`config.mk`:
```
export PLATFORM = sky130hd
export DESIGN_NAME = pcd_pin_mux_flat
export DESIGN_NICKNAME = d
export VERILOG_FILES = /design/src/pcd_pkg.sv /design/src/pcd_link_if.sv /design/src/pcd_pin_mux.sv /design/src/flat_wrapper.sv
export VERILOG_INCLUDE_DIRS = /design/src
export SDC_FILE = /design/constraint.sdc
export NUM_CORES = 1
export LEC_CHECK = 0
export BUFFER_PORTS_ARGS = -buffer_cell sky130_fd_sc_hd__buf_4
export CAP_MARGIN = 40
export CORE_MARGIN = 2
export CORE_UTILIZATION = 40
export DETAILED_ROUTE_END_ITERATION = 10
export PLACE_DENSITY = 0.85
export SYNTH_ARGS = -nofsm -noshare
export SYNTH_HDL_FRONTEND = slang
export SYNTH_SLANG_ARGS = --single-unit
```
`constraint.sdc`:
```
create_clock -name pclk -period 1.1 [get_ports pclk]
set_input_delay 0.22 -clock pclk [delete_from_list [all_inputs] [get_ports pclk]]
set_output_delay 0.22 -clock pclk [all_outputs]
set_load 0.02 [all_outputs]
```
`src/pcd_defines.svh`:
```
`ifndef PCD_DEFINES_SVH
`define PCD_DEFINES_SVH

// ****************************************
// Pin numbering
// ****************************************
`define PCD_NPIN 15
`define PCD_C_BASE 0
`define PCD_D_BASE 7
`define PCD_C_RESET 6
`define PCD_C_SCL 5
`define PCD_C_SDA 4
`define PCD_D_CMP_MINUS 7
`define PCD_D_T0A 6
`define PCD_D_T0B 5
`define PCD_D_XCK 4
`define PCD_D_T2B 3
`define PCD_D_IRQ0 2
`define PCD_D_TXD 1
`define PCD_D_RXD 0

// ****************************************
// Timing
// ****************************************
`define PCD_CLK_PERIOD_NS 10
`define PCD_SPIKE_NS 50
`define PCD_SPIKE_CYC ((`PCD_SPIKE_NS + `PCD_CLK_PERIOD_NS - 1) / `PCD_CLK_PERIOD_NS)

// ****************************************
// Register offsets
// ****************************************
`define PCD_REG_CTRL 8'h00
`define PCD_REG_DRIVE 8'h04
`define PCD_REG_MASK 8'h08
`define PCD_REG_ANALOG 8'h0C
`define PCD_REG_STATUS 8'h10

// ****************************************
// Control fields
// ****************************************
`define PCD_CTRL_TWO_WIRE 0
`define PCD_CTRL_TX_EN 1
`define PCD_CTRL_RX_EN 2
`define PCD_CTRL_SYNC_MODE 3
`define PCD_CTRL_T0A_EN 4
`define PCD_CTRL_T0B_EN 5
`define PCD_CTRL_T2B_EN 6
`define PCD_CTRL_IRQ0_EN 7
`define PCD_CTRL_IRQ1_EN 8
`define PCD_CTRL_GROUP1 9
`define PCD_CTRL_GROUP2 10

// ****************************************
// Drive fields
// ****************************************
`define PCD_DRV_SCL 0
`define PCD_DRV_SDA 1
`define PCD_DRV_TXD 2
`define PCD_DRV_XCK 3
`define PCD_DRV_T0A 4
`define PCD_DRV_T0B 5
`define PCD_DRV_T2B 6

// ****************************************
// Reset values
// ****************************************
`define PCD_CTRL_RST 11'h000
`define PCD_DRIVE_RST 7'h00
`define PCD_MASK_RST 15'h0000
`define PCD_ANALOG_RST 6'h00

`endif

```
`src/pcd_pkg.sv`:
```
package pcd_pkg;
  typedef logic [6:0] pcd_portc_t;
  typedef logic [7:0] pcd_portd_t;
  typedef logic [14:0] pcd_pins_t;
  typedef logic [2:0] pcd_spike_cnt_t;
endpackage

```
`src/pcd_link_if.sv`:
```
`timescale 1ns/1ps

interface pcd_link_if;
  import pcd_pkg::*;
  // Peripheral controls toward the pin mux
  logic two_wire_enable;
  logic scl_drive;
  logic sda_drive;
  logic uart_tx_enable;
  logic uart_rx_enable;
  logic uart_mode_select;
  logic uart_tx_data;
  logic uart_sync_clock_out;
  logic timer0_compare_a_en;
  logic timer0_compare_a_out;
  logic timer0_compare_b_en;
  logic timer0_compare_b_out;
  logic timer2_compare_b_en;
  logic timer2_compare_b_out;
  logic ext_irq0_en;
  logic ext_irq1_en;
  logic pin_change_group1_en;
  logic pin_change_group2_en;
  pcd_portc_t pin_change_mask_c;
  pcd_portd_t pin_change_mask_d;
  logic [5:0] analog_input_buffer_off;
  // Routed inputs toward the peripherals
  logic scl_in;
  logic sda_in;
  logic uart_rx_in;
  logic uart_sync_clock_in;
  logic counter0_ext_input;
  logic counter1_ext_input;
  logic ext_irq0_in;
  logic ext_irq1_in;
  pcd_portc_t pin_change_src_c;
  pcd_portd_t pin_change_src_d;

  modport mux (
    input two_wire_enable, scl_drive, sda_drive, uart_tx_enable, uart_rx_enable,
    input uart_mode_select, uart_tx_data, uart_sync_clock_out,
    input timer0_compare_a_en, timer0_compare_a_out, timer0_compare_b_en,
    input timer0_compare_b_out, timer2_compare_b_en, timer2_compare_b_out,
    input ext_irq0_en, ext_irq1_en, pin_change_group1_en, pin_change_group2_en,
    input pin_change_mask_c, pin_change_mask_d, analog_input_buffer_off,
    output scl_in, sda_in, uart_rx_in, uart_sync_clock_in,
    output counter0_ext_input, counter1_ext_input, ext_irq0_in, ext_irq1_in,
    output pin_change_src_c, pin_change_src_d
  );

  modport periph (
    output two_wire_enable, scl_drive, sda_drive, uart_tx_enable, uart_rx_enable,
    output uart_mode_select, uart_tx_data, uart_sync_clock_out,
    output timer0_compare_a_en, timer0_compare_a_out, timer0_compare_b_en,
    output timer0_compare_b_out, timer2_compare_b_en, timer2_compare_b_out,
    output ext_irq0_en, ext_irq1_en, pin_change_group1_en, pin_change_group2_en,
    output pin_change_mask_c, pin_change_mask_d, analog_input_buffer_off,
    input scl_in, sda_in, uart_rx_in, uart_sync_clock_in,
    input counter0_ext_input, counter1_ext_input, ext_irq0_in, ext_irq1_in,
    input pin_change_src_c, pin_change_src_d
  );
endinterface

```
`src/pcd_pin_mux.sv`:
```
// How it works
// - Fuse forces pin six pull-up, input
// - Two-wire enable overrides C5/C4, drives low
// - C5..C0 input enable from gated source, analog-off
// - Two-wire enable limits C5/C4 slew rate
// - Spike filters guard two-wire clock, data inputs
// - Software sets comparator pins input, no pull-up
// - Software sets D6 direction for compare A
// - Software sets D5 direction for compare B
// - Software sets D3 direction for timer2 B
// - Compare pins also carry PWM waveform
// - Transmitter enable forces D1 output with data
// - Receiver enable forces D0 input, routes receiver
// - Receiver keeps D0 pull-up under data bit
// - Sync mode drives D4 clock; input feeds clock
// - D3/D2 input enable from irq or source
// - D7..D4, D1, D0 input enable from group2
// - D5 feeds counter1, D4 feeds counter0
// - Reset-pin mode reads C6 bits as zero
`timescale 1ns/1ps
`include "pcd_defines.svh"

module pcd_pin_mux
  import pcd_pkg::*;
(
  input wire logic pclk,
  input wire logic presetn,
  pcd_link_if.mux lnk,
  input wire logic reset_pin_disable_fuse,
  input wire logic global_pullup_off,
  input wire pcd_portc_t portc_out,
  input wire pcd_portc_t portc_dir,
  input wire pcd_portd_t portd_out,
  input wire pcd_portd_t portd_dir,
  input wire pcd_portc_t portc_pin_in,
  input wire pcd_portd_t portd_pin_in,
  output pcd_portc_t portc_pin_out,
  output pcd_portc_t portc_pin_oe_n,
  output pcd_portc_t portc_pullup_en,
  output pcd_portd_t portd_pin_out,
  output pcd_portd_t portd_pin_oe_n,
  output pcd_portd_t portd_pullup_en,
  output logic two_wire_slew_limit,
  output pcd_portc_t portc_out_read,
  output pcd_portc_t portc_dir_read,
  output pcd_portc_t portc_in_read,
  output pcd_portd_t portd_in_read
);

  // ****************************************
  // Input synchronisers
  // ****************************************
  pcd_pins_t pin_meta;
  pcd_pins_t pin_sync;
  logic fuse_meta;
  logic fuse_sync;

  always_ff @(posedge pclk or negedge presetn) begin
    if (!presetn) begin
      pin_meta <= 15'h0000;
      pin_sync <= 15'h0000;
      fuse_meta <= 1'b0;
      fuse_sync <= 1'b0;
    end else begin
      pin_meta <= {portd_pin_in, portc_pin_in};
      pin_sync <= pin_meta;
      fuse_meta <= reset_pin_disable_fuse;
      fuse_sync <= fuse_meta;
    end
  end

  // ****************************************
  // Override tables
  // ****************************************
  pcd_pins_t pullup_override_en;
  pcd_pins_t pullup_override_val;
  pcd_pins_t direction_override_en;
  pcd_pins_t direction_override_val;
  pcd_pins_t pin_value_override_en;
  pcd_pins_t pin_value_override_val;
  pcd_pins_t input_enable_override_en;
  pcd_pins_t input_enable_override_val;
  pcd_portc_t gated_c;
  pcd_portd_t gated_d;
  logic two_wire;

  always_comb begin
    two_wire = lnk.two_wire_enable;
    gated_c = lnk.pin_change_mask_c & {7{lnk.pin_change_group1_en}};
    gated_d = lnk.pin_change_mask_d & {8{lnk.pin_change_group2_en}};
    pullup_override_en = 15'h0000;
    pullup_override_val = 15'h0000;
    direction_override_en = 15'h0000;
    direction_override_val = 15'h0000;
    pin_value_override_en = 15'h0000;
    pin_value_override_val = 15'h0000;
    input_enable_override_en = 15'h0000;
    input_enable_override_val = 15'h0000;
    // Port C analog channels
    for (int i = 0; i < 6; i++) begin
      input_enable_override_en[i] = gated_c[i] | lnk.analog_input_buffer_off[i];
      input_enable_override_val[i] = gated_c[i];
    end
    // Port C pin six
    pullup_override_en[`PCD_C_RESET] = fuse_sync;
    pullup_override_val[`PCD_C_RESET] = 1'b1;
    direction_override_en[`PCD_C_RESET] = fuse_sync;
    direction_override_val[`PCD_C_RESET] = 1'b0;
    input_enable_override_en[`PCD_C_RESET] = fuse_sync | gated_c[`PCD_C_RESET];
    input_enable_override_val[`PCD_C_RESET] = fuse_sync;
    // Port C two-wire pins
    pullup_override_en[`PCD_C_SCL] = two_wire;
    pullup_override_val[`PCD_C_SCL] = portc_out[`PCD_C_SCL] & ~global_pullup_off;
    direction_override_en[`PCD_C_SCL] = two_wire;
    direction_override_val[`PCD_C_SCL] = lnk.scl_drive;
    pin_value_override_en[`PCD_C_SCL] = two_wire;
    pin_value_override_val[`PCD_C_SCL] = 1'b0;
    pullup_override_en[`PCD_C_SDA] = two_wire;
    pullup_override_val[`PCD_C_SDA] = portc_out[`PCD_C_SDA] & ~global_pullup_off;
    direction_override_en[`PCD_C_SDA] = two_wire;
    direction_override_val[`PCD_C_SDA] = lnk.sda_drive;
    pin_value_override_en[`PCD_C_SDA] = two_wire;
    pin_value_override_val[`PCD_C_SDA] = 1'b0;
    // Port D input enables
    for (int i = 0; i < 8; i++) begin
      input_enable_override_en[`PCD_D_BASE + i] = gated_d[i];
      input_enable_override_val[`PCD_D_BASE + i] = 1'b1;
    end
    input_enable_override_en[`PCD_D_BASE + `PCD_D_T2B] = lnk.ext_irq1_en |
        gated_d[`PCD_D_T2B];
    input_enable_override_en[`PCD_D_BASE + `PCD_D_IRQ0] = lnk.ext_irq0_en |
        gated_d[`PCD_D_IRQ0];
    // Port D compare outputs, PWM included
    pin_value_override_en[`PCD_D_BASE + `PCD_D_T0A] = lnk.timer0_compare_a_en;
    pin_value_override_val[`PCD_D_BASE + `PCD_D_T0A] = lnk.timer0_compare_a_out;
    pin_value_override_en[`PCD_D_BASE + `PCD_D_T0B] = lnk.timer0_compare_b_en;
    pin_value_override_val[`PCD_D_BASE + `PCD_D_T0B] = lnk.timer0_compare_b_out;
    pin_value_override_en[`PCD_D_BASE + `PCD_D_T2B] = lnk.timer2_compare_b_en;
    pin_value_override_val[`PCD_D_BASE + `PCD_D_T2B] = lnk.timer2_compare_b_out;
    // Port D serial clock
    pin_value_override_en[`PCD_D_BASE + `PCD_D_XCK] = lnk.uart_mode_select;
    pin_value_override_val[`PCD_D_BASE + `PCD_D_XCK] = lnk.uart_sync_clock_out;
    // Port D transmit pin
    pullup_override_en[`PCD_D_BASE + `PCD_D_TXD] = lnk.uart_tx_enable;
    pullup_override_val[`PCD_D_BASE + `PCD_D_TXD] = 1'b0;
    direction_override_en[`PCD_D_BASE + `PCD_D_TXD] = lnk.uart_tx_enable;
    direction_override_val[`PCD_D_BASE + `PCD_D_TXD] = 1'b1;
    pin_value_override_en[`PCD_D_BASE + `PCD_D_TXD] = lnk.uart_tx_enable;
    pin_value_override_val[`PCD_D_BASE + `PCD_D_TXD] = lnk.uart_tx_data;
    // Port D receive pin
    pullup_override_en[`PCD_D_BASE + `PCD_D_RXD] = lnk.uart_rx_enable;
    pullup_override_val[`PCD_D_BASE + `PCD_D_RXD] = portd_out[`PCD_D_RXD] &
        ~global_pullup_off;
    direction_override_en[`PCD_D_BASE + `PCD_D_RXD] = lnk.uart_rx_enable;
    direction_override_val[`PCD_D_BASE + `PCD_D_RXD] = 1'b0;
  end

  // ****************************************
  // Pin resolution
  // ****************************************
  pcd_pins_t reg_out;
  pcd_pins_t reg_dir;
  pcd_pins_t eff_dir;
  pcd_pins_t eff_val;
  pcd_pins_t eff_pull;
  pcd_pins_t eff_die;
  pcd_pins_t din;
  pcd_pins_t next_pin_out;
  pcd_pins_t next_pin_oe_n;
  pcd_pins_t next_pullup;

  always_comb begin
    reg_out = {portd_out, portc_out};
    reg_dir = {portd_dir, portc_dir};
    for (int i = 0; i < `PCD_NPIN; i++) begin
      eff_dir[i] = direction_override_en[i] ? direction_override_val[i] : reg_dir[i];
      eff_val[i] = pin_value_override_en[i] ? pin_value_override_val[i] : reg_out[i];
      eff_pull[i] = pullup_override_en[i] ? pullup_override_val[i] :
          (reg_out[i] & ~reg_dir[i] & ~global_pullup_off);
      eff_die[i] = input_enable_override_en[i] ? input_enable_override_val[i] : 1'b1;
    end
    if (!fuse_sync) begin
      eff_dir[`PCD_C_RESET] = 1'b0;
      eff_val[`PCD_C_RESET] = 1'b0;
    end
    din = pin_sync & eff_die;
    next_pin_out = eff_val;
    next_pin_oe_n = ~eff_dir;
    next_pullup = eff_pull & ~eff_dir;
  end

  // ****************************************
  // Two-wire spike filters
  // ****************************************
  logic [1:0] filt;
  logic [1:0] next_filt;
  pcd_spike_cnt_t spike_cnt [2];
  pcd_spike_cnt_t next_spike_cnt [2];
  logic [1:0] raw_tw;

  always_comb begin
    raw_tw = {pin_sync[`PCD_C_SCL], pin_sync[`PCD_C_SDA]};
    next_filt = filt;
    for (int k = 0; k < 2; k++) begin
      next_spike_cnt[k] = 3'h0;
      if (raw_tw[k] != filt[k]) begin
        if (spike_cnt[k] == 3'(`PCD_SPIKE_CYC - 1)) begin
          next_filt[k] = raw_tw[k];
        end else begin
          next_spike_cnt[k] = spike_cnt[k] + 3'h1;
        end
      end
    end
  end

  // ****************************************
  // Read-back and routed inputs
  // ****************************************
  pcd_portc_t c_keep;

  always_comb begin
    c_keep = fuse_sync ? 7'h7F : 7'h3F;
  end

  always_ff @(posedge pclk or negedge presetn) begin
    if (!presetn) begin
      filt <= 2'h3;
      spike_cnt[0] <= 3'h0;
      spike_cnt[1] <= 3'h0;
      portc_pin_out <= 7'h00;
      portc_pin_oe_n <= 7'h7F;
      portc_pullup_en <= 7'h00;
      portd_pin_out <= 8'h00;
      portd_pin_oe_n <= 8'hFF;
      portd_pullup_en <= 8'h00;
      two_wire_slew_limit <= 1'b0;
      portc_out_read <= 7'h00;
      portc_dir_read <= 7'h00;
      portc_in_read <= 7'h00;
      portd_in_read <= 8'h00;
      lnk.scl_in <= 1'b1;
      lnk.sda_in <= 1'b1;
      lnk.uart_rx_in <= 1'b0;
      lnk.uart_sync_clock_in <= 1'b0;
      lnk.counter0_ext_input <= 1'b0;
      lnk.counter1_ext_input <= 1'b0;
      lnk.ext_irq0_in <= 1'b0;
      lnk.ext_irq1_in <= 1'b0;
      lnk.pin_change_src_c <= 7'h00;
      lnk.pin_change_src_d <= 8'h00;
    end else begin
      filt <= next_filt;
      spike_cnt[0] <= next_spike_cnt[0];
      spike_cnt[1] <= next_spike_cnt[1];
      portc_pin_out <= next_pin_out[6:0];
      portc_pin_oe_n <= next_pin_oe_n[6:0];
      portc_pullup_en <= next_pullup[6:0];
      portd_pin_out <= next_pin_out[14:7];
      portd_pin_oe_n <= next_pin_oe_n[14:7];
      portd_pullup_en <= next_pullup[14:7];
      two_wire_slew_limit <= two_wire;
      portc_out_read <= portc_out & c_keep;
      portc_dir_read <= portc_dir & c_keep;
      portc_in_read <= din[6:0] & c_keep;
      portd_in_read <= din[14:7];
      lnk.scl_in <= filt[1];
      lnk.sda_in <= filt[0];
      lnk.uart_rx_in <= din[`PCD_D_BASE + `PCD_D_RXD];
      lnk.uart_sync_clock_in <= din[`PCD_D_BASE + `PCD_D_XCK];
      lnk.counter0_ext_input <= din[`PCD_D_BASE + `PCD_D_XCK];
      lnk.counter1_ext_input <= din[`PCD_D_BASE + `PCD_D_T0B];
      lnk.ext_irq0_in <= din[`PCD_D_BASE + `PCD_D_IRQ0];
      lnk.ext_irq1_in <= din[`PCD_D_BASE + `PCD_D_T2B];
      lnk.pin_change_src_c <= din[6:0];
      lnk.pin_change_src_d <= din[14:7];
    end
  end

endmodule

```
`src/flat_wrapper.sv`:
```
// flat-port wrapper written by rule: the top's interface ports become plain ports
module pcd_pin_mux_flat import pcd_pkg::*;
  (pclk, presetn, reset_pin_disable_fuse, global_pullup_off, portc_out, portc_dir, portd_out, portd_dir, portc_pin_in, portd_pin_in, portc_pin_out, portc_pin_oe_n, portc_pullup_en, portd_pin_out, portd_pin_oe_n, portd_pullup_en, two_wire_slew_limit, portc_out_read, portc_dir_read, portc_in_read, portd_in_read, lnk_two_wire_enable, lnk_scl_drive, lnk_sda_drive, lnk_uart_tx_enable, lnk_uart_rx_enable, lnk_uart_mode_select, lnk_uart_tx_data, lnk_uart_sync_clock_out, lnk_timer0_compare_a_en, lnk_timer0_compare_a_out, lnk_timer0_compare_b_en, lnk_timer0_compare_b_out, lnk_timer2_compare_b_en, lnk_timer2_compare_b_out, lnk_ext_irq0_en, lnk_ext_irq1_en, lnk_pin_change_group1_en, lnk_pin_change_group2_en, lnk_pin_change_mask_c, lnk_pin_change_mask_d, lnk_analog_input_buffer_off, lnk_scl_in, lnk_sda_in, lnk_uart_rx_in, lnk_uart_sync_clock_in, lnk_counter0_ext_input, lnk_counter1_ext_input, lnk_ext_irq0_in, lnk_ext_irq1_in, lnk_pin_change_src_c, lnk_pin_change_src_d);
  pcd_link_if lnk_i ();
  input wire logic pclk;
  input wire logic presetn;
  input wire logic reset_pin_disable_fuse;
  input wire logic global_pullup_off;
  input wire pcd_portc_t portc_out;
  input wire pcd_portc_t portc_dir;
  input wire pcd_portd_t portd_out;
  input wire pcd_portd_t portd_dir;
  input wire pcd_portc_t portc_pin_in;
  input wire pcd_portd_t portd_pin_in;
  output pcd_portc_t portc_pin_out;
  output pcd_portc_t portc_pin_oe_n;
  output pcd_portc_t portc_pullup_en;
  output pcd_portd_t portd_pin_out;
  output pcd_portd_t portd_pin_oe_n;
  output pcd_portd_t portd_pullup_en;
  output logic two_wire_slew_limit;
  output pcd_portc_t portc_out_read;
  output pcd_portc_t portc_dir_read;
  output pcd_portc_t portc_in_read;
  output pcd_portd_t portd_in_read;
  input wire logic [$bits(lnk_i.two_wire_enable)-1:0] lnk_two_wire_enable;
  input wire logic [$bits(lnk_i.scl_drive)-1:0] lnk_scl_drive;
  input wire logic [$bits(lnk_i.sda_drive)-1:0] lnk_sda_drive;
  input wire logic [$bits(lnk_i.uart_tx_enable)-1:0] lnk_uart_tx_enable;
  input wire logic [$bits(lnk_i.uart_rx_enable)-1:0] lnk_uart_rx_enable;
  input wire logic [$bits(lnk_i.uart_mode_select)-1:0] lnk_uart_mode_select;
  input wire logic [$bits(lnk_i.uart_tx_data)-1:0] lnk_uart_tx_data;
  input wire logic [$bits(lnk_i.uart_sync_clock_out)-1:0] lnk_uart_sync_clock_out;
  input wire logic [$bits(lnk_i.timer0_compare_a_en)-1:0] lnk_timer0_compare_a_en;
  input wire logic [$bits(lnk_i.timer0_compare_a_out)-1:0] lnk_timer0_compare_a_out;
  input wire logic [$bits(lnk_i.timer0_compare_b_en)-1:0] lnk_timer0_compare_b_en;
  input wire logic [$bits(lnk_i.timer0_compare_b_out)-1:0] lnk_timer0_compare_b_out;
  input wire logic [$bits(lnk_i.timer2_compare_b_en)-1:0] lnk_timer2_compare_b_en;
  input wire logic [$bits(lnk_i.timer2_compare_b_out)-1:0] lnk_timer2_compare_b_out;
  input wire logic [$bits(lnk_i.ext_irq0_en)-1:0] lnk_ext_irq0_en;
  input wire logic [$bits(lnk_i.ext_irq1_en)-1:0] lnk_ext_irq1_en;
  input wire logic [$bits(lnk_i.pin_change_group1_en)-1:0] lnk_pin_change_group1_en;
  input wire logic [$bits(lnk_i.pin_change_group2_en)-1:0] lnk_pin_change_group2_en;
  input wire logic [$bits(lnk_i.pin_change_mask_c)-1:0] lnk_pin_change_mask_c;
  input wire logic [$bits(lnk_i.pin_change_mask_d)-1:0] lnk_pin_change_mask_d;
  input wire logic [$bits(lnk_i.analog_input_buffer_off)-1:0] lnk_analog_input_buffer_off;
  output wire logic [$bits(lnk_i.scl_in)-1:0] lnk_scl_in;
  output wire logic [$bits(lnk_i.sda_in)-1:0] lnk_sda_in;
  output wire logic [$bits(lnk_i.uart_rx_in)-1:0] lnk_uart_rx_in;
  output wire logic [$bits(lnk_i.uart_sync_clock_in)-1:0] lnk_uart_sync_clock_in;
  output wire logic [$bits(lnk_i.counter0_ext_input)-1:0] lnk_counter0_ext_input;
  output wire logic [$bits(lnk_i.counter1_ext_input)-1:0] lnk_counter1_ext_input;
  output wire logic [$bits(lnk_i.ext_irq0_in)-1:0] lnk_ext_irq0_in;
  output wire logic [$bits(lnk_i.ext_irq1_in)-1:0] lnk_ext_irq1_in;
  output wire logic [$bits(lnk_i.pin_change_src_c)-1:0] lnk_pin_change_src_c;
  output wire logic [$bits(lnk_i.pin_change_src_d)-1:0] lnk_pin_change_src_d;
  assign lnk_i.two_wire_enable = lnk_two_wire_enable;
  assign lnk_i.scl_drive = lnk_scl_drive;
  assign lnk_i.sda_drive = lnk_sda_drive;
  assign lnk_i.uart_tx_enable = lnk_uart_tx_enable;
  assign lnk_i.uart_rx_enable = lnk_uart_rx_enable;
  assign lnk_i.uart_mode_select = lnk_uart_mode_select;
  assign lnk_i.uart_tx_data = lnk_uart_tx_data;
  assign lnk_i.uart_sync_clock_out = lnk_uart_sync_clock_out;
  assign lnk_i.timer0_compare_a_en = lnk_timer0_compare_a_en;
  assign lnk_i.timer0_compare_a_out = lnk_timer0_compare_a_out;
  assign lnk_i.timer0_compare_b_en = lnk_timer0_compare_b_en;
  assign lnk_i.timer0_compare_b_out = lnk_timer0_compare_b_out;
  assign lnk_i.timer2_compare_b_en = lnk_timer2_compare_b_en;
  assign lnk_i.timer2_compare_b_out = lnk_timer2_compare_b_out;
  assign lnk_i.ext_irq0_en = lnk_ext_irq0_en;
  assign lnk_i.ext_irq1_en = lnk_ext_irq1_en;
  assign lnk_i.pin_change_group1_en = lnk_pin_change_group1_en;
  assign lnk_i.pin_change_group2_en = lnk_pin_change_group2_en;
  assign lnk_i.pin_change_mask_c = lnk_pin_change_mask_c;
  assign lnk_i.pin_change_mask_d = lnk_pin_change_mask_d;
  assign lnk_i.analog_input_buffer_off = lnk_analog_input_buffer_off;
  assign lnk_scl_in = lnk_i.scl_in;
  assign lnk_sda_in = lnk_i.sda_in;
  assign lnk_uart_rx_in = lnk_i.uart_rx_in;
  assign lnk_uart_sync_clock_in = lnk_i.uart_sync_clock_in;
  assign lnk_counter0_ext_input = lnk_i.counter0_ext_input;
  assign lnk_counter1_ext_input = lnk_i.counter1_ext_input;
  assign lnk_ext_irq0_in = lnk_i.ext_irq0_in;
  assign lnk_ext_irq1_in = lnk_i.ext_irq1_in;
  assign lnk_pin_change_src_c = lnk_i.pin_change_src_c;
  assign lnk_pin_change_src_d = lnk_i.pin_change_src_d;
  pcd_pin_mux u_core (.pclk(pclk), .presetn(presetn), .lnk(lnk_i), .reset_pin_disable_fuse(reset_pin_disable_fuse), .global_pullup_off(global_pullup_off), .portc_out(portc_out), .portc_dir(portc_dir), .portd_out(portd_out), .portd_dir(portd_dir), .portc_pin_in(portc_pin_in), .portd_pin_in(portd_pin_in), .portc_pin_out(portc_pin_out), .portc_pin_oe_n(portc_pin_oe_n), .portc_pullup_en(portc_pullup_en), .portd_pin_out(portd_pin_out), .portd_pin_oe_n(portd_pin_oe_n), .portd_pullup_en(portd_pullup_en), .two_wire_slew_limit(two_wire_slew_limit), .portc_out_read(portc_out_read), .portc_dir_read(portc_dir_read), .portc_in_read(portc_in_read), .portd_in_read(portd_in_read));
endmodule
```
==> impl_summary.md, run 1 <==
Run status
The flow ran to the end, but the final reports show violations. The final reports fail on setup timing.

Synth
The synthesized netlist occupies a cell area of 0.00357 mm^2. After synthesis, the share of cell area in mux cells is 0.0277. Of the total synthesized cell area, the portion taken by full adders, half adders and majority gates is 0.0140. The average instance in the mapped netlist occupies 16.4 um^2. The xor/xnor cell area share of the yosys netlist is 0.00490. Summed over all instances, the cell type with the most area after synthesis is sky130_fd_sc_hd__dfrtp_1. For this run, the leading register cell type out of synthesis is sky130_fd_sc_hd__dfrtp_1. Sorting the synthesized cells by area gives the leading types as sky130_fd_sc_hd__dfrtp_1 (66%), sky130_fd_sc_hd__dfstp_2 (13%), sky130_fd_sc_hd__buf_4 (5.5%), sky130_fd_sc_hd__nor3b_1 (2.7%), sky130_fd_sc_hd__mux2_2 (2.2%). The cell count after synthesis is about 220. The main combinational cell family by area after synthesis is simple AND/OR/NAND/NOR gates. The number of nets handed over by synthesis was slightly above 300.

Synthesis inferred 112 register bits. For this run, the number of Yosys warnings is 0. For this run, the register share of the synthesized area comes to 0.790.

The share of Yosys cell area claimed by the top area cell type is 0.658. The post-synthesis simple-gate area fraction is 0.0718. The most frequent cell after synthesis is sky130_fd_sc_hd__dfrtp_1.

The fraction of the mapped netlist area in compound gates is 0.0196. The count of cell types in the netlist is 23. The proportion of register bits with asynchronous set or reset after synthesis is 1.00. The commonest cells after synthesis are sky130_fd_sc_hd__dfrtp_1 (94), sky130_fd_sc_hd__buf_4 (26), sky130_fd_sc_hd__dfstp_2 (18).

The number of synthesized flops with an enable pin is 0.

Route
The mean routed wirelength per cell is 15.9 um. Summing over every cut layer, the via total after detailed routing is roughly 2300. For this block, the routed nets add up to ~8500 um of wire. In this run, the number of DRC markers left after iteration 0 of detailed routing was between 40 and 50. The final antenna-violating net count is 0. Dividing the detail-routed via count by the number of cells gives 4.37. For this run, design rule violations remaining after detail routing come to 0. For this run, the detailed router's first-pass iteration total came to 4.

Critical path
STA classifies the critical path endpoint as an output port. The worst register-to-register path ends at u_core.spike_cnt[5]$_DFF_PN0_. At the worst endpoint, the required time is roughly 0.88 ns. In this run the register-to-register setup slack is -0.08 ns. Traced cell by cell, the critical path runs through buf_6.

The startpoint of the worst-slack reg-to-reg timing path is u_core.spike_cnt[3]$_DFF_PN0_. For this run, the slowest stage of the critical path takes 0.55 ns. Grouping stages by cell kind, the critical path spends the most delay in flip-flops. The buffering stage count on the worst path with inverters included is 1.

The maximum fanout encountered on the critical timing path is 1. The slowest stage of the critical path belongs to the cell sky130_fd_sc_hd__dfstp_2. The worst register-to-register path has a depth of 4.

The category of the critical setup timing path is reg -> out. The startpoint kind of the worst setup timing path is a register. For the worst setup path, the data arrival time is 1.02 ns.

Timing
Setup repair after global routing could not meet its margin everywhere. The number of pins exceeding their max-slew limit in the final report was 0. Based on the critical path, the design can be clocked at up to 807 MHz.

The clock arrives with 0.0156 ns of skew. In the finished design, the share of the clock period the worst path needs comes to 1.13. Once routing completed, OpenROAD measured the worst setup slack at -0.139 ns.

The hold violation count in the final report is 0. The worst path in the final design needs a cycle of 1.24 ns, including I/O delays and setup. The number of endpoints failing setup at the final stage is 82. After routing, the total negative slack on setup checks comes to -4.98 ns.

Pwr
The worst vdd rail ir drop is 0.000888 V. The design draws 0.00891 W. For this design the ratio of total power to cell area is 1510 mW/mm^2.

The static power due to leakage is 2.85 nW.

Die
Pin placement for this block handled around 190 I/O pins. The floorplan step set the die width to 98.5 um. Measured along the y axis, the die boundary spans approximately 99 um.

The die area is 0.00971 mm^2. Row generation in the floorplan step produced 34 rows. The core region is just under 0.009 mm^2. The effective utilization at floorplan is 0.412.

Clock network
The TritonCTS buffer count is 9. The clock-pin slew on the worst setup and hold paths is 0.11 ns. The clock tree synthesis step divided the H-tree into 3 levels. The maximum count of clock buffers along a single path is 2. The clock reaches the later pin of the worst-skew pair after 0.37 ns.

TritonCTS built the clock tree. The clock tree root buffer cell is sky130_fd_sc_hd__clkbuf_8. The clock sink total is 112.

Layout
From synthesis to final layout, the design area changed by 65.4%. The layout cell share with drive strength beyond 1 is 0.541. The design area is 0.00591 mm^2. 0 antenna diodes ended up in the layout.

At the end of the flow, the number of nets in the layout was roughly 520.

Placed design
The placed instance area is 0.00486 mm^2. The number of I/O port buffers is 173. OpenSTA, run right after detailed placement, puts the worst setup slack at -0.107 ns. The HPWL after detailed placement is between 5000 and 6000 um.

The congestion estimate from routability-driven global placement came to 0.765.

Global routing
For this run, the total global-route usage over all layers was measured as 0.179. The first global-routing pass estimated 13400 um of wire. The initial antenna violation count is 0. The number of global-route vias before repair came to around 2700. Global routing finished with a remaining overflow of 0.

The pin count of the biggest net entering global routing is 48.

Hold path
In this run the most critical hold path is launched from lnk_analog_input_buffer_off[5]. The path class of the tightest hold or removal check is in -> reg. The endpoint with the worst hold slack is u_core.portc_in_read[5]$_DFF_PN0_. The worst hold path passes through 2 cells.

Job
Across the run, the number of max-cap violations was 0.
## cells by family (layout without fill, tap and decap cells)
| logic type | count (synthesis) | count (layout) |
|---|---|---|
| AO/OA/AOI/OAI | 9 | 9 |
| XOR/XNOR | 2 | 2 |
| adder cells (fa/ha/maj) | 4 | 4 |
| buffers and inverters | 41 | 252 |
| flip-flops | 112 | 112 |
| multiplexers | 9 | 9 |
| other | 1 | 1 |
| AND/OR/NAND/NOR | 40 | 40 |
## area by class of cell
class	count	area [um^2]
sequential	112	2830
multi-input combinational	65	536
tap	108	135
clock inverter	7	72.6
fill	576	2770
clock buffer	9	124
timing repair buffer	222	2170
inverter	14	52.6
## routing by layer
layer  vias to the layer above  track usage  share of wire
li1                       1069            -              -
met3                        14       0.0752          0.091
met2                       121        0.335           0.56
met5                         -            0              0
met1                      1144        0.181           0.33
met4                         0       0.0474          0.019
## flip-flops by register name, indices dropped and copies added, names as in the netlist, 2 cells and up
signal	count
u_core.portc_dir_read	7
u_core.portc_pin_oe_n	6
u_core.portc_out_read	7
u_core.portd_pullup_en	8
u_core.portc_pullup_en	7
u_core.pin_meta	15
u_core.portd_in_read	8
u_core.portd_pin_out	8
u_core.pin_sync	15
u_core.portd_pin_oe_n	8
u_core.filt	2
u_core.portc_in_read	7
u_core.spike_cnt	6
u_core.portc_pin_out	2
## metrics by stage
stage	hold WS, ns	std cells	util
6_report	0.0342	537	0.681
5_1_grt	0.00129	537	0.681
4_1_cts	0.00475	534	0.676
3_5_place_dp	0.0804	475	0.560
3_3_place_gp	0.0796	475	0.560
2_1_floorplan	-0.0756	218	-
## worst max path at each step
stage,startpoint,cells after the start,endpoint,slack [ns]
4_1_cts,u_core.portc_pin_oe_n[2]$_DFF_PN1_,1,portc_pin_oe_n[2],-0.16
5_1_grt,u_core.portc_pin_oe_n[2]$_DFF_PN1_,1,portc_pin_oe_n[2],-0.19
3_3_place_gp,u_core.spike_cnt[0]$_DFF_PN0_,4,u_core.spike_cnt[2]$_DFF_PN0_,-0.03
2_1_floorplan,u_core.spike_cnt[3]$_DFF_PN0_,4,u_core.spike_cnt[5]$_DFF_PN0_,-0.01
3_5_place_dp,u_core.spike_cnt[0]$_DFF_PN0_,4,u_core.spike_cnt[2]$_DFF_PN0_,-0.11
6_report,u_core.portc_pin_oe_n[2]$_DFF_PN1_,1,portc_pin_oe_n[2],-0.14
## what timing repair did
action / CTS / global route
gates resized for setup: 102 / 7
setup buffers: 0 / 2
hold buffers: 43 / 1
endpoints found under the hold margin: 144 / 1
pin swaps: 2 / 3
setup endpoints to repair: 101 / 102
## cell usage in the layout (no fill, tap or decap), types with 4 or more instances in the layout
cell,Yosys,layout
sky130_fd_sc_hd__inv_1,14,12
sky130_fd_sc_hd__dfstp_2,18,18
sky130_fd_sc_hd__nand2_1,9,7
sky130_fd_sc_hd__a21boi_0,6,6
sky130_fd_sc_hd__clkbuf_8,0,9
sky130_fd_sc_hd__nor2b_1,4,4
sky130_fd_sc_hd__buf_6,0,97
sky130_fd_sc_hd__dlygate4sd3_1,0,44
sky130_fd_sc_hd__nor3b_1,13,13
sky130_fd_sc_hd__buf_4,26,79
sky130_fd_sc_hd__dfrtp_1,94,93
sky130_fd_sc_hd__mux2_2,7,5
## power by group
group          total (W)  internal, W  switching [W]
clock network    0.00236     0.000896        0.00147
registers        0.00474      0.00452       0.000222
logic            0.00180      0.00101       0.000795
total            0.00891      0.00643        0.00248
No activity file was read; power rests on OpenSTA's default activity.
==> run 2, diff against run 1 <==
--- a/config.mk
+++ b/config.mk
@@ -8,6 +8,7 @@
 export LEC_CHECK = 0
 export BUFFER_PORTS_ARGS = -buffer_cell sky130_fd_sc_hd__buf_4
 export CAP_MARGIN = 40
+export CORE_ASPECT_RATIO = 0.6
 export CORE_MARGIN = 2
 export CORE_UTILIZATION = 40
 export DETAILED_ROUTE_END_ITERATION = 10
==> run 2 against run 1 <==
  * The flow still finishes with violations (setup timing)
  * Die area rose by 0.25%
  * Maximum frequency rose by 2.5%
  * Cell count did not move
  * Register-to-register slack barely moved
  * Sequential power barely moved
  * Via count rose by 0.51%
  * Non-clock buffer count fell by 4
  * Setup slack improved by 0.030 ns
  * Critical path depth did not move
  * Worst hold slack got worse by 0.0060 ns
  * Wire length rose by 1.9%
  * Clock-buffer cell count rose by 1
  * Critical path type unchanged
  * Largest cell class unchanged
==> impl_summary.md, run 2 (synthesized netlist as in run 1, its figures left out) <==
Critical path
Sequence of cells on the critical path: buf_6 (unchanged). The maximum fanout encountered on the critical timing path is 1 (unchanged). The startpoint kind of the worst setup timing path is a register (unchanged). The worst stage delay on the critical path was 0.54 ns (was 0.55 ns).

The worst path required time is 0.88 ns (about the same). The buffering stage count on the worst path with inverters included is 1 (unchanged). The category of cells accounting for the largest share of critical-path delay is flip-flops (unchanged). The worst endpoint data arrival time is 0.99 ns (was 1.02 ns).

The nature of the critical path endpoint is an output port (unchanged). The master of the slowest instance on the critical path is sky130_fd_sc_hd__dfstp_2 (unchanged). The category of the critical setup timing path is reg -> out (unchanged).

Placed design
The placed instance area was 0.00488 mm^2 (was 0.00486 mm^2). The worst setup timing slack at the placement stage is -0.0826 ns (was -0.107 ns). The instance count after placement with tap cells included is 481 (was 475). The routability congestion estimate came to 0.735 (was 0.765). The number of I/O port buffers is 173 (unchanged).

The HPWL after detailed placement came to 5510 um (was 5560 um).

Route
The DRC violations left was 0 (unchanged). The aggregate routed wire length is 8710 um (was 8550 um). The final antenna-violating net count is 0 (unchanged). The mean routed wirelength per cell is 16.2 um (was 15.9 um). The via count normalized by instance count was 4.39 (was 4.37).

The initial detailed-routing violation count is 105 (was 47). The overall via count from detail_route came to 2360 (was 2348). The first-pass detailed-route iteration total is 4 (unchanged).

Timing
The largest clock skew in the final design is 0.00706 ns (was 0.0156 ns). The maximum frequency from static timing analysis is 827 MHz (was 807 MHz). RSZ-0062 raised after global routing: true (unchanged). The summed negative setup slack over all endpoints was -2.32 ns (was -4.98 ns). The post-route clock period utilization was 1.10 (was 1.13). The number of pins exceeding their max-slew limit in the final report was 0 (unchanged). The post-route minimum period came to 1.21 ns (was 1.24 ns).

The hold violation count in the final report was 0 (unchanged). The worst setup slack after layout was -0.110 ns (was -0.139 ns). The number of endpoints failing setup at the final stage is 44 (was 82).

Clock network
The clock sink total is 112 (unchanged). The clock-pin slew on the worst setup and hold paths is 0.07 ns (was 0.11 ns). The TritonCTS buffer count is 9 (unchanged).

The number of H-tree levels is 3 (unchanged). The clock tree root buffer cell is sky130_fd_sc_hd__clkbuf_16 (was sky130_fd_sc_hd__clkbuf_8). The clock tree from TritonCTS is yes (unchanged). The maximum count of clock buffers along a single path is 2 (unchanged). The later-pin clock latency in the skew report was 0.33 ns (was 0.37 ns).

Layout
The final net count is 512 (was 516). The leading cell type in the layout, fill and taps excluded is sky130_fd_sc_hd__buf_6 (unchanged). The design area was 0.00595 mm^2 (was 0.00591 mm^2). The layout cell share with drive strength beyond 1 was 0.539 (was 0.541). Leading registers by flop count: u_core.pin_meta x15, u_core.pin_sync x15 (unchanged). The area added between synthesis and finish came to 66.4% (was 65.4%). The count of non-filler cells in the finished layout is 537 (unchanged). Commonest cells after routing, fill and taps aside: sky130_fd_sc_hd__buf_6 (94), sky130_fd_sc_hd__dfrtp_1 (92), sky130_fd_sc_hd__buf_4 (84) (was sky130_fd_sc_hd__buf_6 (97), sky130_fd_sc_hd__dfrtp_1 (93), sky130_fd_sc_hd__buf_4 (79)). The antenna diode count is 0 (unchanged). The post-layout utilization of the core came to 0.693 (was 0.681). The number of fillers in the final layout is 567 (was 576).

Global routing
The total global routing track utilization is 0.181 (was 0.179). The number of global-route vias before repair came to 2664 (was 2683). The pin count of the biggest net entering global routing came to 37 (was 48).

The leftover overflow at the end of global routing came to 0 (unchanged). The wire length of the first global-routing pass is 13200 um (was 13400 um). The initial antenna violation count was 0 (unchanged).

Run status
Violated checks: setup timing (unchanged). Status: finished with violations (unchanged).

Die
The area of the core region is 0.00859 mm^2 (was 0.00868 mm^2). The site row count is 26 (was 34). The I/O pin total is 186 (unchanged). The effective utilization at floorplan is 0.416 (was 0.412). The height of the die came to 77.2 um (was 98.5 um). The die area is 0.00973 mm^2 (was 0.00971 mm^2). The width of the chip is 126 um (was 98.5 um).

Job
The number of maximum-capacitance constraint violations came to 0 (unchanged).

Pwr
The power per cell area came to 1630 mW/mm^2 (was 1510 mW/mm^2). The static power due to leakage came to 2.88 nW (was 2.85 nW). The worst vdd rail ir drop came to 0.000958 V (was 0.000888 V).

Hold path
The type of the worst min-delay path was in -> reg (unchanged).
==> run 2: per-layer routing <==
metal,share of wire,track usage,vias to the layer above
met1,0.35,0.186,1160
li1,-,-,1068
met4,0.020,0.0615,0
met2,0.54,0.323,117
met5,0,0,-
met3,0.097,0.0886,15
==> run 2: worst paths after layout <==
kind	start	endpoint	slack [ns]	cells past startpoint
max	u_core.portd_pin_oe_n[4]$_DFF_PN1_	portd_pin_oe_n[4]	-0.11	1
min	portc_dir[2]	u_core.portc_dir_read[2]$_DFF_PN0_	0.03	1
max reg2reg	u_core.spike_cnt[0]$_DFF_PN0_	u_core.spike_cnt[2]$_DFF_PN0_	-0.07	4
min reg2reg	u_core.pin_meta[5]$_DFF_PN0_	u_core.pin_sync[5]$_DFF_PN0_	0.35	0
max in group asynchronous	presetn	u_core.portc_pin_oe_n[0]$_DFF_PN1_	0.25	3
min in group asynchronous	presetn	u_core.portd_pullup_en[0]$_DFF_PN0_	0.30	2
==> run 2: what timing repair did <==
item	in CTS	in global routing
pin swaps	3	1
buffers inserted	1	1
gates resized for setup	66	34
endpoints found under the hold margin	52	0
hold buffers	38	0
setup endpoints to repair	68	96
==> run 2: layout make-up <==
class	count	area, um^2	area share
Multi-Input combinational cell	65	513	0.0862
Clock inverter	6	76.3	0.0128
Tap cell	112	140	0.0236
Timing Repair Buffer	218	2110	0.355
Inverter	14	52.6	0.00883
Sequential cell	112	2830	0.475
Clock buffer	10	229	0.0385
==> run 2: metrics by stage <==
stage | hold WS, ns | power [W]
2_1_floorplan | -0.0756 | 0.00543
3_3_place_gp | 0.114 | 0.00609
3_5_place_dp | 0.114 | 0.00616
4_1_cts | 0.00714 | 0.00969
5_1_grt | 0.0132 | 0.0101
6_report | 0.0282 | 0.00971
==> run 2: power breakdown <==
part           total [W]  switching (W)  internal, W  leakage [nW]
sequential       0.00474       0.000218      0.00453          1.33
clock            0.00324        0.00144      0.00180         0.149
combinational    0.00172       0.000766     0.000954          1.40
total            0.00971        0.00242      0.00728          2.88
==> run 3, diff against run 2 <==
--- a/config.mk
+++ b/config.mk
@@ -13,6 +13,8 @@
 export CORE_UTILIZATION = 40
 export DETAILED_ROUTE_END_ITERATION = 10
 export PLACE_DENSITY = 0.85
+export SKIP_LAST_GASP = 1
+export SLEW_MARGIN = 0
 export SYNTH_ARGS = -nofsm -noshare
 export SYNTH_HDL_FRONTEND = slang
 export SYNTH_SLANG_ARGS = --single-unit
==> run 3 against run 2 <==
  * The flow still finishes with violations (setup timing)
  * Setup slack is essentially flat
  * Clock-buffer cell count is the same
  * Register-to-register slack about the same
  * Via count stayed put
  * Global-route usage barely moved
  * Combinational power about the same
  * Clock power is essentially flat
  * Clock skew did not move
  * Maximum frequency about the same
  * Critical endpoint unchanged
  * Largest power group unchanged
  * Highest routed layer unchanged
==> impl_summary.md, run 3 (synthesized netlist as in run 1, its figures left out) <==
Global routing
The met1 demand-to-capacity share in global routing came to 0.185 (was 0.186). The global-route track usage on met3 is 0.0886 (unchanged). The initial antenna violation count is 0 (unchanged). The total global routing track utilization is 0.181 (about the same). The number of global-route vias before repair was 2665 (was 2664).

The met2 routing resource usage after global routing was 0.323 (unchanged). The leftover overflow at the end of global routing is 0 (unchanged). The routing layer with the top usage in global route is met2 (unchanged). The wire length of the first global-routing pass was 13200 um (about the same). The pin count of the biggest net entering global routing is 37 (unchanged).

Critical path
The master of the slowest instance on the critical path is sky130_fd_sc_hd__dfstp_2 (unchanged). Sequence of cells on the critical path: buf_6 (unchanged). The maximum fanout encountered on the critical timing path came to 1 (unchanged). The worst path required time is 0.88 ns (about the same). The category of the critical setup timing path is reg -> out (unchanged). The worst stage delay on the critical path was 0.54 ns (about the same). The worst endpoint data arrival time is 0.99 ns (about the same). The nature of the critical path endpoint is an output port (unchanged). The startpoint kind of the worst setup timing path is a register (unchanged). The category of cells accounting for the largest share of critical-path delay is flip-flops (unchanged). The buffering stage count on the worst path with inverters included is 1 (unchanged).

Layout
The antenna diode count came to 0 (unchanged). The design area is 0.00595 mm^2 (about the same). The leading cell type in the layout, fill and taps excluded is sky130_fd_sc_hd__buf_6 (unchanged). The post-layout utilization of the core is 0.693 (about the same). The footprint of the flip-flops and latches is 0.00283 mm^2 (unchanged). The layout cell share with drive strength beyond 1 was 0.541 (was 0.539).

The number of fillers in the final layout was 567 (unchanged). Leading registers by flop count: u_core.pin_meta x15, u_core.pin_sync x15 (unchanged). The multi-input combinational cell area came to 515 um^2 (was 513 um^2). The area added between synthesis and finish came to 66.5% (was 66.4%). Commonest cells after routing, fill and taps aside: sky130_fd_sc_hd__buf_6 (94), sky130_fd_sc_hd__dfrtp_1 (92), sky130_fd_sc_hd__buf_4 (84) (unchanged). The final net count is 512 (unchanged).

Pwr
The part of the total power dissipated in sequential elements was 0.488 (was 0.489). The power per cell area was 1630 mW/mm^2 (about the same). The switching component of the power is 0.00243 W (was 0.00242 W). The combinational cell fraction of total power is 0.178 (was 0.177). The portion of total power attributed to the clock network is 0.334 (about the same).

The worst vdd rail ir drop is 0.000959 V (was 0.000958 V). The share of total power consumed by net switching came to 0.250 (about the same). The static power due to leakage was 2.88 nW (about the same).

The internal portion of total power came to 0.00729 W (was 0.00728 W).

Run status
Status: finished with violations (unchanged). Violated checks: setup timing (unchanged).

Die
The effective utilization at floorplan is 0.416 (unchanged). The site row count came to 26 (unchanged). The width of the chip came to 126 um (unchanged). The height of the die is 77.2 um (unchanged). The area of the core region was 0.00859 mm^2 (unchanged).

The I/O pin total is 186 (unchanged). The die area is 0.00973 mm^2 (unchanged).

Route
The final antenna-violating net count is 0 (unchanged). The via count normalized by instance count was 4.39 (unchanged). The first-pass detailed-route iteration total is 4 (unchanged). The initial detailed-routing violation count is 106 (was 105). The overall via count from detail_route is 2360 (unchanged). The DRC violations left is 0 (unchanged). The mean routed wirelength per cell is 16.2 um (about the same).

The aggregate routed wire length came to 8710 um (about the same).

Timing
The largest clock skew in the final design is 0.00706 ns (unchanged). The post-route minimum period came to 1.21 ns (about the same). The maximum frequency from static timing analysis came to 827 MHz (about the same).

The hold violation count in the final report is 0 (unchanged). RSZ-0062 raised after global routing: true (unchanged). The number of pins exceeding their max-slew limit in the final report is 0 (unchanged). The number of endpoints failing setup at the final stage is 44 (unchanged).

The post-route clock period utilization is 1.10 (about the same). The worst setup slack after layout was -0.110 ns (about the same).

Clock network
The clock-pin slew on the worst setup and hold paths was 0.07 ns (about the same). The clock tree from TritonCTS is yes (unchanged). The later-pin clock latency in the skew report is 0.33 ns (about the same). The TritonCTS buffer count is 9 (unchanged).

The clock sink total is 112 (unchanged). The maximum count of clock buffers along a single path came to 2 (unchanged). The clock tree root buffer cell is sky130_fd_sc_hd__clkbuf_16 (unchanged). The number of H-tree levels is 3 (unchanged).

Job
The number of maximum-capacitance constraint violations is 0 (unchanged).

Placed design
The routability congestion estimate is 0.735 (unchanged). The number of I/O port buffers came to 173 (unchanged). The placed instance area is 0.00488 mm^2 (unchanged). The HPWL after detailed placement was 5510 um (unchanged).

Hold path
The type of the worst min-delay path is in -> reg (unchanged).
-- run 3: stage by stage --
stage	total power [W]	setup WS (ns)	std cells	hold WS, ns	setup TNS (ns)
2_1_floorplan	0.00543	-0.0137	218	-0.0756	-0.0272
3_3_place_gp	0.00609	-0.0247	481	0.114	-0.0487
3_5_place_dp	0.00616	-0.0826	481	0.114	-0.170
4_1_cts	0.00969	-0.117	536	0.00714	-3.14
5_1_grt	0.0101	-0.144	537	0.0132	-4.74
6_report	0.00971	-0.110	537	0.0282	-2.32
-- run 3: area by class of cell --
class / count / area share
Sequential cell: 112 / 0.475
Timing Repair Buffer: 218 / 0.354
Clock inverter: 6 / 0.0128
Inverter: 14 / 0.00883
Multi-Input combinational cell: 65 / 0.0866
Tap cell: 112 / 0.0235
Clock buffer: 10 / 0.0385
-- run 3: repair_timing --
action | 4_1_cts | 5_1_grt
endpoints found under the hold margin | 52 | 0
pin swaps | 2 | 1
setup buffers | 1 | 1
endpoints found under the setup margin | 68 | 96
hold buffers | 38 | 0
gates resized for setup | 65 | 36
-- run 3: final timing paths --
check,startpoint,end,slack [ns],depth (start not counted)
worst max-delay path,u_core.portd_pin_oe_n[4]$_DFF_PN1_,portd_pin_oe_n[4],-0.11,1
worst min-delay path,portc_dir[2],u_core.portc_dir_read[2]$_DFF_PN0_,0.03,1
worst max register to register,u_core.spike_cnt[0]$_DFF_PN0_,u_core.spike_cnt[2]$_DFF_PN0_,-0.07,4
worst min register to register,u_core.pin_meta[5]$_DFF_PN0_,u_core.pin_sync[5]$_DFF_PN0_,0.35,0
max in group asynchronous,presetn,u_core.portc_pin_oe_n[0]$_DFF_PN1_,0.25,3
min in group asynchronous,presetn,u_core.portd_pullup_en[0]$_DFF_PN0_,0.30,2
-- run 3: power by group through the flow --
stage | Sequential [W] | Clock (W) | Combinational, W
after floorplan | 0.00496 | 0 | 0.000471
after detailed placement | 0.00477 | 0 | 0.00140
after global placement | 0.00474 | 0 | 0.00134
final | 0.00474 | 0.00324 | 0.00173
after CTS | 0.00472 | 0.00333 | 0.00163
after global routing | 0.00478 | 0.00350 | 0.00186
-- run 3: metal layers --
layer | share of wire | wire length, um
met1 | 0.35 | 3030
met4 | 0.020 | 172
met2 | 0.54 | 4660
met5 | 0 | 0
met3 | 0.097 | 849
